File: config.mk
export PLATFORM = sky130hd
export DESIGN_NAME = extra_axis_drive_interlock
export DESIGN_NICKNAME = d
export VERILOG_FILES = /design/src/hdl/extra_axis_pkg.sv /design/src/hdl/event_if.sv /design/src/hdl/status_bank.sv /design/src/hdl/extra_axis_drive_interlock.sv
export VERILOG_INCLUDE_DIRS = /design/src /design/src/hdl
export SDC_FILE = /design/constraint.sdc
export NUM_CORES = 1
export LEC_CHECK = 0
export ABC_CLOCK_PERIOD_IN_PS = 5400
export BUFFER_PORTS_ARGS = -buffer_cell sky130_fd_sc_hd__buf_4
export CAP_MARGIN = 15
export CORE_MARGIN = 5
export CORE_UTILIZATION = 45
export CTS_CLUSTER_SIZE = 12
export DETAILED_ROUTE_END_ITERATION = 12
export PLACE_DENSITY = 0.68
export REMOVE_ABC_BUFFERS = 1
export SETUP_SLACK_MARGIN = 0.05
export SYNTH_ARGS = -nofsm -noshare
export SYNTH_HDL_FRONTEND = slang
export SYNTH_SLANG_ARGS = --single-unit
File: constraint.sdc
create_clock -name clock -period 5.4 [get_ports clock]
set_input_delay 0.54 -clock clock [delete_from_list [all_inputs] [get_ports clock]]
set_output_delay 0.54 -clock clock [all_outputs]
set_load 0.05 [all_outputs]
File: src/hdl/extra_axis_defines.svh
// offsets, field positions, reset values and timing for the extra axis interlock
`ifndef EXTRA_AXIS_DEFINES_SVH
`define EXTRA_AXIS_DEFINES_SVH
`define OFS_W 6
`define OFS_CTRL 6'h00
`define OFS_DELAY 6'h04
`define OFS_STATUS 6'h08
`define OFS_MASK 6'h0C
`define OFS_LIVE 6'h10
`define CARD_LSB 6
`define CARD_MSB 7
`define CTRL_W 3
`define CTRL_DRIVE 0
`define CTRL_INNER_EN 1
`define CTRL_OUTER_EN 2
`define CTRL_RESET 3'h6
`define EV_W 6
`define EV_CONTACTOR 0
`define EV_AMP 1
`define EV_OUTER 2
`define EV_INNER 3
`define EV_ESTOP_ACK 4
`define EV_REF 5
`define EV_RESET 6'h00
`define MASK_RESET 6'h00
`define LIVE_W 14
`define CHAN_RESET 2'h0
`define CONFIRM_MS 10
`define CLOCK_HZ 10000000
`define MS_PER_S 1000
`endif

File: src/hdl/extra_axis_pkg.sv
// types shared by the extra axis interlock modules
package extra_axis_pkg;
   typedef enum logic [4:0] {
      IDLE = 5'h01,
      ENGAGE = 5'h02,
      RUN = 5'h04,
      HOLD = 5'h08,
      TRIP = 5'h10
   } drive_state_t;
endpackage

File: src/hdl/event_if.sv
// sticky event bundle between the interlock and its status bank
`timescale 1ns/10ps
interface event_if #(parameter int W = 6);
   logic [W-1:0] evt;
   logic [W-1:0] clr;
   logic [W-1:0] maskBits;
   logic [W-1:0] status;
   logic irq;
   modport owner (output evt, output clr, output maskBits, input status, input irq);
   modport bank (input evt, input clr, input maskBits, output status, output irq);
endinterface

File: src/hdl/status_bank.sv
// sticky write-one-to-clear status bits with masked interrupt
`timescale 1ns/10ps
`include "extra_axis_defines.svh"
module status_bank #(
   parameter int W = 6
) (
   input wire logic clock,
   input wire logic nrst,
   event_if.bank ev
);
   logic [W-1:0] status_reg;
   logic [W-1:0] status_next;

   if (W < 1) begin : g_bad_width
      $error("status_bank needs at least one bit");
   end

   // set beats clear so an event in the clearing cycle survives
   always_comb begin
      status_next = (status_reg & ~ev.clr) | ev.evt;
   end

   always_ff @(posedge clock or negedge nrst) begin
      if (!nrst) begin
         status_reg <= W'(`EV_RESET);
      end else begin
         status_reg <= status_next;
      end
   end

   assign ev.status = status_reg;
   assign ev.irq = |(status_reg & ev.maskBits);
endmodule // status_bank

File: src/hdl/extra_axis_drive_interlock.sv
// drive interlock for a plug-in extra axis card with apb registers
`timescale 1ns/10ps
`include "extra_axis_defines.svh"
// How it works
// - up to four cards, each at own address
// - two straps pick channel one to four
// - function strap: table off, linear axis on
// - table mode: shared pin is reference switch
// - amplifier ok low means healthy, else fault
// - contactor feedback low means motor power present
// - feedback missing after delay: drop drives, report
// - contactor output on exactly while energising
// - forward emergency stop on its own output
// - capture amplifier emergency stop acknowledge
// - limit reactions configured by host
// - engage only with both outer limits closed
// - inner limit: decelerate, hold under servo
// - outer limit: disengage all drives at once
module extra_axis_drive_interlock #(
   parameter int DELAY_W = 20,
   parameter int CONFIRM_CYCLES = (`CONFIRM_MS * `CLOCK_HZ) / `MS_PER_S
) (
   input wire logic clock,
   input wire logic nrst,
   input wire logic psel,
   input wire logic penable,
   input wire logic pwrite,
   input wire logic [7:0] paddr,
   input wire logic [31:0] pwdata,
   output logic [31:0] prdata,
   output logic pready,
   output logic pslverr,
   input wire logic [1:0] channelSel,
   input wire logic axisModeSel,
   input wire logic refOrOuterPosN,
   input wire logic outerNegN,
   input wire logic innerPosN,
   input wire logic innerNegN,
   input wire logic ampOkN,
   input wire logic contactorFbN,
   input wire logic estopTripped,
   input wire logic emergencyStopIn,
   input wire logic emergencyStopClearIn,
   output logic contactorOn,
   output logic ampEnable,
   output logic emergencyStopLoopOut,
   output logic decelRequest,
   output logic irq
);
   event_if #(.W(`EV_W)) ev ();

   extra_axis_pkg::drive_state_t state_reg;
   extra_axis_pkg::drive_state_t state_next;
   logic strapDone_reg;
   logic [1:0] cardChannel_reg;
   logic axisMode_reg;
   logic [`CTRL_W-1:0] ctrl_reg;
   logic [DELAY_W-1:0] confirmDelay_reg;
   logic [`EV_W-1:0] mask_reg;
   logic [DELAY_W-1:0] count_reg;
   logic [31:0] prdata_reg;
   logic pslverr_reg;
   logic estopAck_reg;
   logic refIn_reg;
   logic [`OFS_W-1:0] ofs;
   logic cardHit;
   logic wrEn;
   logic mapped;
   logic [`LIVE_W-1:0] liveBits;
   logic ampHealthy;
   logic motorPower;
   logic refSwitch;
   logic outerPosHit;
   logic outerNegHit;
   logic innerAny;
   logic outerAny;
   logic outersClosed;
   logic driveWanted;
   logic innerStopEn;
   logic outerStopEn;
   logic timeout;
   logic energised;

   // refused at elaboration: the counter could not hold the confirmation delay
   if (DELAY_W < 2 || DELAY_W > 32) begin : g_bad_width
      $error("DELAY_W must lie in 2..32");
   end
   if (CONFIRM_CYCLES < 1 || CONFIRM_CYCLES >= (64'h1 << DELAY_W)) begin : g_bad_confirm
      $error("CONFIRM_CYCLES does not fit DELAY_W");
   end

   status_bank #(.W(`EV_W)) bank (
      .clock(clock),
      .nrst(nrst),
      .ev(ev)
   );

   // straps are sampled once after reset release, never at the reset edge
   always_ff @(posedge clock or negedge nrst) begin
      if (!nrst) begin
         strapDone_reg <= 1'b0;
         cardChannel_reg <= `CHAN_RESET;
         axisMode_reg <= 1'b0;
      end else if (!strapDone_reg) begin
         strapDone_reg <= 1'b1;
         cardChannel_reg <= channelSel;
         axisMode_reg <= axisModeSel;
      end
   end

   // pin meaning depends on function strap; closed switch pulls low
   assign ampHealthy = !ampOkN;
   assign motorPower = !contactorFbN;
   // gated by strap latch: mode reads table before it, so a closed outer limit would look like a reference edge
   assign refSwitch = strapDone_reg && !axisMode_reg && !refOrOuterPosN;
   assign outerPosHit = axisMode_reg && refOrOuterPosN;
   assign outerNegHit = axisMode_reg && outerNegN;
   assign innerAny = axisMode_reg && (innerPosN || innerNegN);
   assign outerAny = outerPosHit || outerNegHit;
   assign outersClosed = !outerAny;
   assign driveWanted = ctrl_reg[`CTRL_DRIVE];
   assign innerStopEn = ctrl_reg[`CTRL_INNER_EN];
   assign outerStopEn = ctrl_reg[`CTRL_OUTER_EN];

   // apb decode: upper address bits must match this card's channel
   assign ofs = paddr[`OFS_W-1:0];
   assign cardHit = psel && strapDone_reg && (paddr[`CARD_MSB:`CARD_LSB] == cardChannel_reg);
   assign wrEn = cardHit && penable && pwrite;
   assign mapped = (ofs == `OFS_CTRL) || (ofs == `OFS_DELAY) || (ofs == `OFS_STATUS)
      || (ofs == `OFS_MASK) || (ofs == `OFS_LIVE);
   assign pready = 1'b1;
   assign prdata = prdata_reg;
   assign pslverr = pslverr_reg && penable;

   assign liveBits = {state_reg, cardChannel_reg, axisMode_reg, outerAny, innerAny,
      refSwitch, estopTripped, motorPower, ampHealthy};

   // read data and error are prepared in the setup cycle so they come from flops
   always_ff @(posedge clock or negedge nrst) begin
      if (!nrst) begin
         prdata_reg <= 32'h00000000;
         pslverr_reg <= 1'b0;
      end else if (psel && !penable) begin
         prdata_reg <= 32'h00000000;
         pslverr_reg <= cardHit && !mapped;
         if (cardHit && !pwrite) begin
            case (ofs)
               `OFS_CTRL: prdata_reg <= 32'(ctrl_reg);
               `OFS_DELAY: prdata_reg <= 32'(confirmDelay_reg);
               `OFS_STATUS: prdata_reg <= 32'(ev.status);
               `OFS_MASK: prdata_reg <= 32'(mask_reg);
               `OFS_LIVE: prdata_reg <= 32'(liveBits);
               default: prdata_reg <= 32'h00000000;
            endcase
         end
      end
   end

   always_ff @(posedge clock or negedge nrst) begin
      if (!nrst) begin
         ctrl_reg <= `CTRL_RESET;
      end else if (wrEn && ofs == `OFS_CTRL) begin
         ctrl_reg <= pwdata[`CTRL_W-1:0];
      end
   end

   always_ff @(posedge clock or negedge nrst) begin
      if (!nrst) begin
         confirmDelay_reg <= DELAY_W'(CONFIRM_CYCLES);
      end else if (wrEn && ofs == `OFS_DELAY) begin
         confirmDelay_reg <= pwdata[DELAY_W-1:0];
      end
   end

   always_ff @(posedge clock or negedge nrst) begin
      if (!nrst) begin
         mask_reg <= `MASK_RESET;
      end else if (wrEn && ofs == `OFS_MASK) begin
         mask_reg <= pwdata[`EV_W-1:0];
      end
   end

   assign ev.maskBits = mask_reg;
   assign ev.clr = (wrEn && ofs == `OFS_STATUS) ? pwdata[`EV_W-1:0] : `EV_W'(0);
   assign irq = ev.irq;

   // edge detectors on synchronous inputs for acknowledge and reference events
   always_ff @(posedge clock or negedge nrst) begin
      if (!nrst) begin
         estopAck_reg <= 1'b0;
         refIn_reg <= 1'b0;
      end else begin
         estopAck_reg <= estopTripped;
         refIn_reg <= refSwitch;
      end
   end

   // contactor confirmation countdown, reloaded whenever not engaging
   always_ff @(posedge clock or negedge nrst) begin
      if (!nrst) begin
         count_reg <= DELAY_W'(CONFIRM_CYCLES);
      end else if (state_reg != extra_axis_pkg::ENGAGE) begin
         count_reg <= confirmDelay_reg;
      end else if (count_reg != DELAY_W'(0)) begin
         count_reg <= count_reg - DELAY_W'(1);
      end
   end

   assign timeout = (state_reg == extra_axis_pkg::ENGAGE) && (count_reg == DELAY_W'(0)) && !motorPower;

   always_comb begin
      state_next = state_reg;
      case (state_reg)
         extra_axis_pkg::IDLE: begin
            // refuse to engage unless both outer limits are closed
            if (driveWanted && outersClosed && ampHealthy && !emergencyStopIn && strapDone_reg) begin
               state_next = extra_axis_pkg::ENGAGE;
            end
         end
         extra_axis_pkg::ENGAGE: begin
            if (!driveWanted) begin
               state_next = extra_axis_pkg::IDLE;
            end else if (!ampHealthy || emergencyStopIn || timeout || (outerStopEn && outerAny)) begin
               state_next = extra_axis_pkg::TRIP;
            end else if (motorPower) begin
               state_next = extra_axis_pkg::RUN;
            end
         end
         extra_axis_pkg::RUN: begin
            if (!driveWanted) begin
               state_next = extra_axis_pkg::IDLE;
            end else if (!ampHealthy || emergencyStopIn || !motorPower || (outerStopEn && outerAny)) begin
               state_next = extra_axis_pkg::TRIP;
            end else if (innerStopEn && innerAny) begin
               state_next = extra_axis_pkg::HOLD;
            end
         end
         extra_axis_pkg::HOLD: begin
            // drives stay on so the axes are held, not dropped
            if (!driveWanted) begin
               state_next = extra_axis_pkg::IDLE;
            end else if (!ampHealthy || emergencyStopIn || !motorPower || (outerStopEn && outerAny)) begin
               state_next = extra_axis_pkg::TRIP;
            end else if (!innerAny) begin
               state_next = extra_axis_pkg::RUN;
            end
         end
         extra_axis_pkg::TRIP: begin
            // restart needs software to drop the request or the reset pin in axis mode
            if (!driveWanted || (axisMode_reg && emergencyStopClearIn)) begin
               state_next = extra_axis_pkg::IDLE;
            end
         end
         default: state_next = extra_axis_pkg::IDLE;
      endcase
   end

   always_ff @(posedge clock or negedge nrst) begin
      if (!nrst) begin
         state_reg <= extra_axis_pkg::IDLE;
      end else begin
         state_reg <= state_next;
      end
   end

   always_comb begin
      ev.evt = `EV_W'(0);
      ev.evt[`EV_CONTACTOR] = timeout
         || ((state_reg == extra_axis_pkg::RUN || state_reg == extra_axis_pkg::HOLD) && !motorPower);
      ev.evt[`EV_AMP] = energised && !ampHealthy;
      ev.evt[`EV_OUTER] = energised && outerStopEn && outerAny;
      ev.evt[`EV_INNER] = (state_reg == extra_axis_pkg::RUN) && (state_next == extra_axis_pkg::HOLD);
      ev.evt[`EV_ESTOP_ACK] = estopTripped && !estopAck_reg;
      ev.evt[`EV_REF] = refSwitch && !refIn_reg;
   end

   // outputs are state bits, so a trip drops them on the very next edge
   assign energised = (state_reg == extra_axis_pkg::ENGAGE) || (state_reg == extra_axis_pkg::RUN)
      || (state_reg == extra_axis_pkg::HOLD);
   assign contactorOn = energised;
   assign ampEnable = energised;
   assign decelRequest = (state_reg == extra_axis_pkg::HOLD);

   always_ff @(posedge clock or negedge nrst) begin
      if (!nrst) begin
         emergencyStopLoopOut <= 1'b0;
      end else begin
         emergencyStopLoopOut <= emergencyStopIn;
      end
   end
endmodule // extra_axis_drive_interlock

Yosys cells after proc, flatten, opt, wreduce, memory -nomap -nowiden:

Cells that the tools add are included.

* bits in registers: 100
* input port bits: 57
* output and inout port bits: 39
* logic and storage cells: 114

* add/subtract/negate cells: 1
* equality and inequality tests: 12
* mux-type cells: 17
* bitwise gates (word level): 4
* reduce and logical (&&, ||, !) cells: 66

Operators by type and width (count)
* $pmux W20 S5: 1
* $mux W5: 11
* $mux W20: 2
* $logic_and A1 B1 Y1: 33
* $mux W32: 1
* $pmux W5 S5: 1
* $logic_not A20 Y1: 1
* $reduce_bool A20 Y1: 1
* $sub A20 B1 Y20 const B: 1
* $logic_or A1 B1 Y1: 16
* $and A6 B6 Y6: 2
* $eq A6 B4 Y1 const B: 2
* $logic_not A1 Y1: 12
* $eq A5 B4 Y1 const B: 2
* $eq A6 B3 Y1 const B: 1
* $eq A6 B5 Y1 const B: 1
* $logic_not A6 Y1: 1
* $mux W6: 1
* $not A6 Y6: 1
* $or A6 B6 Y6: 1
* $reduce_or A6 Y1: 1
* $eq A5 B1 Y1 const B: 1
* $eq A5 B2 Y1 const B: 1
* $eq A5 B3 Y1 const B: 1
* other kinds (4): 4

Logic depth before layout (Yosys ltp):

Gate-level depths: netlist (run 1).

* depth in word-level cells: 12
* depth in mapped cells: 8
* mapped depth without buffers: 7

By module:

Synthesis (run 1) repeated with hierarchy kept, for this count alone.

* cell total of the unflattened synthesis: 410
* area, all modules: 4458.0 sq um

Modules (own cells, without submodules)
* extra_axis_drive_interlock: instances 1, cells an instance 388, area each 4210.3 sq um, seq. area each 2070.7 sq um
* status_bank: instances 1, cells an instance 22, area each 247.7 sq um, seq. area each 150.1 sq um

Worst setup path after synthesis (run 1):

Ideal clock, no wire load.

* path type: register to output
* start point: register state_reg[1]
* end point: output contactorOn
* data arrival time: 2.158 ns
* required time: 4.860 ns
* setup slack: 2.702 ns
* cell stages (with the launch flop): 8
* buffers on the path: 3
* cell sequence: dfrtp_1 clkbuf_1 nor2_1 and3_1 clkbuf_1 nor2_1 nand2_1 buf_4

* elaborated cells between the ends (all ways): 5
* classes of those cells: 3 x eq/ne; 2 x reduce/logical

RTL lines
* start, declared: RTL line extra_axis_drive_interlock.sv:52 `extra_axis_pkg::drive_state_t state_reg;`
* start signal, assigned: RTL line extra_axis_drive_interlock.sv:260 `state_reg <= extra_axis_pkg::IDLE;`
* start signal, assigned: RTL line extra_axis_drive_interlock.sv:262 `state_reg <= state_next;`
* $eq A5 B4 Y1
* net decelRequest: RTL line extra_axis_drive_interlock.sv:47 `output logic decelRequest,`
* $logic_or A1 B1 Y1: RTL line extra_axis_drive_interlock.sv:279 `|| (state_reg == extra_axis_pkg::HOLD);`
* end, declared: RTL line extra_axis_drive_interlock.sv:44 `output logic contactorOn,`

The timed path passes the listed nets, and every way through them passes these cells.

Worst setup path after layout (run 1):

* start point: register state_reg[3]
* end point: output ampEnable

* longest elaborated chain between the ends: 3
* elaborated cells between the ends (all ways): 5
* classes of those cells: 3 x eq/ne; 2 x reduce/logical

RTL lines
* $eq A5 B2 Y1 or $eq A5 B3 Y1 (tied branches): RTL line extra_axis_drive_interlock.sv:278 `assign energised = (state_reg == extra_axis_pkg::ENGAGE) || (state_reg == extra_axis_pkg::RUN)`
* $logic_or A1 B1 Y1: RTL line extra_axis_drive_interlock.sv:278
* $logic_or A1 B1 Y1 (*): RTL line extra_axis_drive_interlock.sv:279
* end, declared: RTL line extra_axis_drive_interlock.sv:45 `output logic ampEnable,`

Every way passes the cells marked *; elsewhere a longest branch is shown, timed or not.

==> run metrics, run 1 <==
status=finished clean; Slew @ Worst Pin=0.947 ns; CP Launch Type=flip-flop; fmax=321 MHz; RSZ-0062 raised after global routing=no; CP max stage delay=about 0.7 ns; CP delay by family, top=simple AND/OR/NAND/NOR gates; GRT Overall Usage=around 18%; Async S/R FF share, synth=100%; share of cells above drive strength 1=30.9%; final-report hold violation count=0; Period Utilization, post-route=between 50 and 60%; most frequent cells in the layout=dfrtp_1 (73), buf_4 (72), nand2_1 (50); met3 usage=~3.6%; Synth Cell Area=0.00441 mm2; die area=around 0.012 mm2; #FFs+latches synth=roughly 90; Most used DFF post-synth=dfrtp_1; CTS sink count=~90; Layout area overhead=18.9%; area occupied by multi-input gates=~0.002 mm2; DR vias=3435; ordered cell list for the critical path=nor3_1, nand3b_1, nand2_1, buf_4; fillers=882; CTS Hold Bufs=0; postcts setup bufs=0; final instance area=approximately 0.0052 mm2; Clk Latency, worst-skew pair=between 0.3 and 0.4 ns; Routed WL per cell=16.9 um; gpl congestion=between 0.8 and 0.9; I/O Pins=96; hpwl dp=roughly 7500 um; crit path buf inv count=1; CP Data Arrival Time=~2.6 ns; # nets final=540; count of different cell masters after synthesis=between 50 and 60; Worst path depth=4; Remaining Overflow, GRT=0; CTS max path bufs=2; maximum VDD drop=about 140 uV; Worst Slack Setup Final=roughly 2.3 ns; Final Power=between 1.5 and 2 mW; DRT iter0 DRCs=~260; Starting Density=approximately 46%; Inst Count DP=~600; CP Launch Point=state_reg[3]; CTS tree=yes; core area=about 0.0097 mm2; non-filler cells in the finished layout=approximately 620; first-pass GRT wire length=approximately 17000 um; antenna-violating nets left=0; power per cell area=~290 mW/mm2; most common cell after layout, fill and taps aside=dfrtp_1; Synth Area per Inst=10.5 um2; CP Data Required Time=between 4 and 5 ns; final WL=around 10000 um; width of the die=roughly 110 um; final setup fails=0; max cap viols=0; PostCTS Resize Cnt=0; pre-CTS setup slack=~2.4 ns; worst rel slew slack=36.7%; final core area utilization=54.2%; Leakage=around 2.4 nW; RR Endpoint=confirmDelay_reg[19]; start of the worst register-to-register path=cardChannel_reg[0]; Post-Synthesis Cells=~420; # DRC=0; met2 Usage GRT=29.3%; Hold Crit Class=primary input to asynchronous set/reset pin; FF-to-FF setup slack=around 2.7 ns; Worst-path clk slew=roughly 0.080 ns; Initial DRT Pass Iterations=4; Via density=5.55; total negative slack=0 ns; CTS H-Tree Depth=3; largest net degree at the start of global routing=89; vias in the first global route=3372; total CTS buffers=9; Register Area=0.00222 mm2; FF-to-FF path depth=4; CP max FO=24; hold slack=0.0317 ns; Die H=about 110 um; # rows=36; cell at the slowest stage of the critical path=nand3b_1; grt met1 use=between 20 and 30%; YS warnings=0; EDFF count, synth=0; IO Port Bufs=70; Placed Instance Area=around 0.005 mm2; critical path capture point=ampEnable; clock tree root driver cell=clkbuf_8; max-slew violations=0; Worst setup EP type=output pin; min Tclk post-route=about 3.1 ns; initial antenna violation count=0; register area share after synthesis=50.3%; GR peak layer=met2; path type of the worst setup path=flip-flop to output pin; clock skew=approximately 0.0067 ns; # diodes=0
==> cell usage after synthesis, types with 6 or more instances <==
cell type  count  share of area [%]
nand2_1       50                4.3
a31oi_1        8                1.1
xnor2_1        7                1.4
inv_1         10               0.85
mux2_2        33                8.4
nand2b_1       6               0.85
o21ai_0       32                3.6
nor3_1         9                1.0
or4_1          9                1.5
dfstp_2       15                8.9
clkbuf_1      18                1.5
a22oi_1       14                2.4
a22o_1        11                2.2
dfrtp_1       73                 41
nand3_1        6               0.68
nor2_1        23                2.0
buf_4         14                2.4
==> per-layer routing <==
metal  vias up  part of all wire, %  wire length (um)
met5         -                    0                 0
met3        10                  5.7               593
met1      1710                   45              4650
li1       1623                    -                 -
met2        92                   49              5090
met4         0                  1.1               111
==> kinds of logic after synthesis <==
| kind of cell | count (synthesis) | synth area share, % |
|---|---|---|
| multiplexers | 40 | 10.9 |
| buffers and inverters | 44 | 4.99 |
| other | 2 | 0.170 |
| flip-flops | 88 | 50.3 |
| XOR/XNOR | 10 | 1.99 |
| adder cells (fa/ha/maj) | 2 | 0.567 |
| AO/OA/AOI/OAI | 93 | 14.2 |
| AND/OR/NAND/NOR | 140 | 16.9 |
==> layout make-up <==
cell class / count / share of cell area (%)
repair buffers: 73 / 10.8
inverters: 10 / 0.716
multi-input cells: 299 / 38.5
well taps: 133 / 3.17
flip-flops and latches: 88 / 42.3
clock inverters: 5 / 1.50
clock buffers: 11 / 2.89
==> power by group <==
group	internal, mW	switching (mW)	total [mW]	leakage, nW
clock network	0.285	0.229	0.515	0.119
registers	0.687	0.0267	0.714	1.14
logic	0.132	0.182	0.314	1.17
total	1.10	0.438	1.54	2.43
==> worst min-delay path by stage <==
stage	start	to	slack (ns)	cells after the start
6_report	nrst	prdata[17]	0.03	1
5_1_grt	nrst	prdata[17]	0.03	1
3_5_place_dp	pslverr_reg	pslverr_reg	0.46	2
4_1_cts	estopTripped	estopAck_reg	0.30	1
2_1_floorplan	nrst	axisMode_reg	0.24	0
3_3_place_gp	pslverr_reg	pslverr_reg	0.46	2
Note: power is estimated with default switching activity, not from simulation.
==> run 2: changes to the inputs <==
--- a/config.mk
+++ b/config.mk
@@ -6,14 +6,14 @@
 export SDC_FILE = /design/constraint.sdc
 export NUM_CORES = 1
 export LEC_CHECK = 0
-export ABC_CLOCK_PERIOD_IN_PS = 5400
+export ABC_CLOCK_PERIOD_IN_PS = 2500
 export BUFFER_PORTS_ARGS = -buffer_cell sky130_fd_sc_hd__buf_4
 export CAP_MARGIN = 15
 export CORE_MARGIN = 5
 export CORE_UTILIZATION = 45
 export CTS_CLUSTER_SIZE = 12
 export DETAILED_ROUTE_END_ITERATION = 12
-export PLACE_DENSITY = 0.68
+export PLACE_DENSITY = 0.71
 export REMOVE_ABC_BUFFERS = 1
 export SETUP_SLACK_MARGIN = 0.05
 export SYNTH_ARGS = -nofsm -noshare
==> constraint.sdc (replaced) <==
create_clock -name clock -period 2.5 [get_ports clock]
set_input_delay 0.25 -clock clock [delete_from_list [all_inputs] [get_ports clock]]
set_output_delay 0.25 -clock clock [all_outputs]
set_load 0.05 [all_outputs]
==> run 2 against run 1 <==
Compared with the run above: sequential power rose by 120%; power increased by 120%; cell area up 3.2%; worst setup slack worse by 2.1 ns; critical endpoint is now count_reg[16]; largest cell class unchanged; largest power group unchanged; highest routed layer unchanged.
==> run metrics, run 2 (synthesized netlist as in run 1, its figures left out) <==
status=finished clean; max-slew violations=0; final WL=approximately 11000 um; die area=0.0119 mm2; initial antenna violation count=0; Switching Share=29.0%; ordered cell list for the critical path=or4_4, or2_2, or4_4, or3_1, a31oi_1; CP Launch Type=flip-flop; CP delay by family, top=simple AND/OR/NAND/NOR gates; CTS tree=yes; CP most frequent cell=or4_4; Seq pwr share=between 40 and 50%; DRT iter0 DRCs=between 200 and 300; RSZ-0062 raised after global routing=yes; Worst-path clk slew=about 0.09 ns; # rows=36; CP max FO=7; total CTS buffers=9; Via density=5.48; cell at the slowest stage of the critical path=or4_4; area occupied by multi-input gates=0.00203 mm2; power per cell area=around 630 mW/mm2; I/O Pins=between 90 and 100; Clk Latency, worst-skew pair=between 0.3 and 0.4 ns; vias in the first global route=approximately 3.6k; core area=0.00968 mm2; Register Area=about 0.0022 mm2; Slew @ Worst Pin=0.661 ns; Combinational Power Share=22.3%; CTS max path bufs=2; CP max stage delay=0.56 ns; # diodes=0; path type of the worst setup path=flip-flop to flip-flop; CTS H-Tree Depth=3; Layout area overhead=22.7%; GRT Overall Usage=19.5%; Sw Pwr=roughly 1000 uW; most common cell after layout, fill and taps aside=buf_4; final-report hold violation count=0; hpwl dp=a little under 8000 um; pre-CTS setup slack=-0.00233 ns; fillers=approximately 850; CTS sink count=between 80 and 90; final setup fails=0; clock skew=about 0.013 ns; Initial DRT Pass Iterations=4; share of cells above drive strength 1=34.8%; Routed WL per cell=between 15 and 20 um; crit path buf inv count=0; CP Data Required Time=approximately 2.8 ns; total negative slack=0 ns; min Tclk post-route=approximately 2.4 ns; clock tree root driver cell=clkbuf_8; CP Data Arrival Time=about 2.7 ns; fmax=approximately 420 MHz; Clock power frac=roughly a third; IO Port Bufs=70; maximum VDD drop=288 uV; Hold Crit Class=primary input to flip-flop; antenna-violating nets left=0; worst rel slew slack=between 50% and 60%; Pint=between 2 and 2.5 mW; gpl congestion=0.898; first-pass GRT wire length=about 18000 um; FF-to-FF setup slack=0.13 ns; Worst setup EP type=flip-flop; # nets final=between 500 and 600; # DRC=0; max cap viols=0; Starting Density=a little under half; Worst Slack Setup Final=approximately 0.13 ns; Leakage=roughly 2.5 nW; width of the die=109 um; Period Utilization, post-route=approximately 95%; Final Power=about 3.4 mW; most frequent cells in the layout=buf_4 (94), dfrtp_1 (73), nand2_1 (49); Die H=approximately 110 um; DR vias=3520; Remaining Overflow, GRT=0; largest net degree at the start of global routing=52
run 2: changes by cell type in the layout (fill, tap and decap cells not counted), sizes merged:
cell,before,now
buf,73,95
clkbuf,11,10
clkinvlp,0,1
dlygate4sd3,0,1
run 2: final timing paths:
check,start,to,cells past startpoint
max,count_reg[9],count_reg[16],5
min,estopTripped,estopAck_reg,1
max reg2reg,count_reg[9],count_reg[16],5
min reg2reg,prdata[9],prdata[9],2
max in group asynchronous,nrst,ctrl_reg[1],3
min in group asynchronous,nrst,prdata[17],2
run 2: metal layers:
metal | part of all wire, % | vias up | global-route usage, % | wire length, um
met1 | 44 | 1750 | 25.6 | 4780
li1 | - | 1671 | - | -
met5 | 0 | - | 0 | 0
met3 | 4.9 | 13 | 2.96 | 536
met2 | 50 | 86 | 32.5 | 5440
met4 | 1.3 | 0 | 7.66 | 144
run 2: power groups by stage:
stage	clock network [mW]	logic, mW	registers [mW]
after global placement	0	0.704	1.56
after CTS	1.11	0.748	1.54
final	1.10	0.758	1.54
after global routing	1.16	0.835	1.55
after detailed placement	0	0.717	1.57
after floorplan	0	0.463	1.55
run 2: metrics by stage:
stage / std cells / area (um2) / util, % / hold WS [ns]
after floorplan: 397 / 4270 / - / -0.0456
after global placement: 620 / 5130 / 53.0 / 0.317
after detailed placement: 620 / 5130 / 53.0 / 0.329
after CTS: 641 / 5400 / 55.8 / 0.00362
after global routing: 642 / 5420 / 55.9 / 0.0000453
final: 642 / 5420 / 55.9 / 0.0140
run 2: cell type report:
class | count | area share (%)
Sequential cell | 88 | 41.0
Inverter | 10 | 0.693
Tap cell | 133 | 3.07
Timing Repair Buffer | 96 | 13.6
Multi-Input combinational cell | 299 | 37.6
Clock inverter | 6 | 1.52
Clock buffer | 10 | 2.54
run 2: timing repair:
item / 4_1_cts / 5_1_grt
endpoints found under the hold margin: 40 / 0
hold buffers: 1 / 0
resized for setup: 3 / 4
pin swaps: 2 / 3
endpoints found under the setup margin: 2 / 7
buffers inserted: 4 / 1
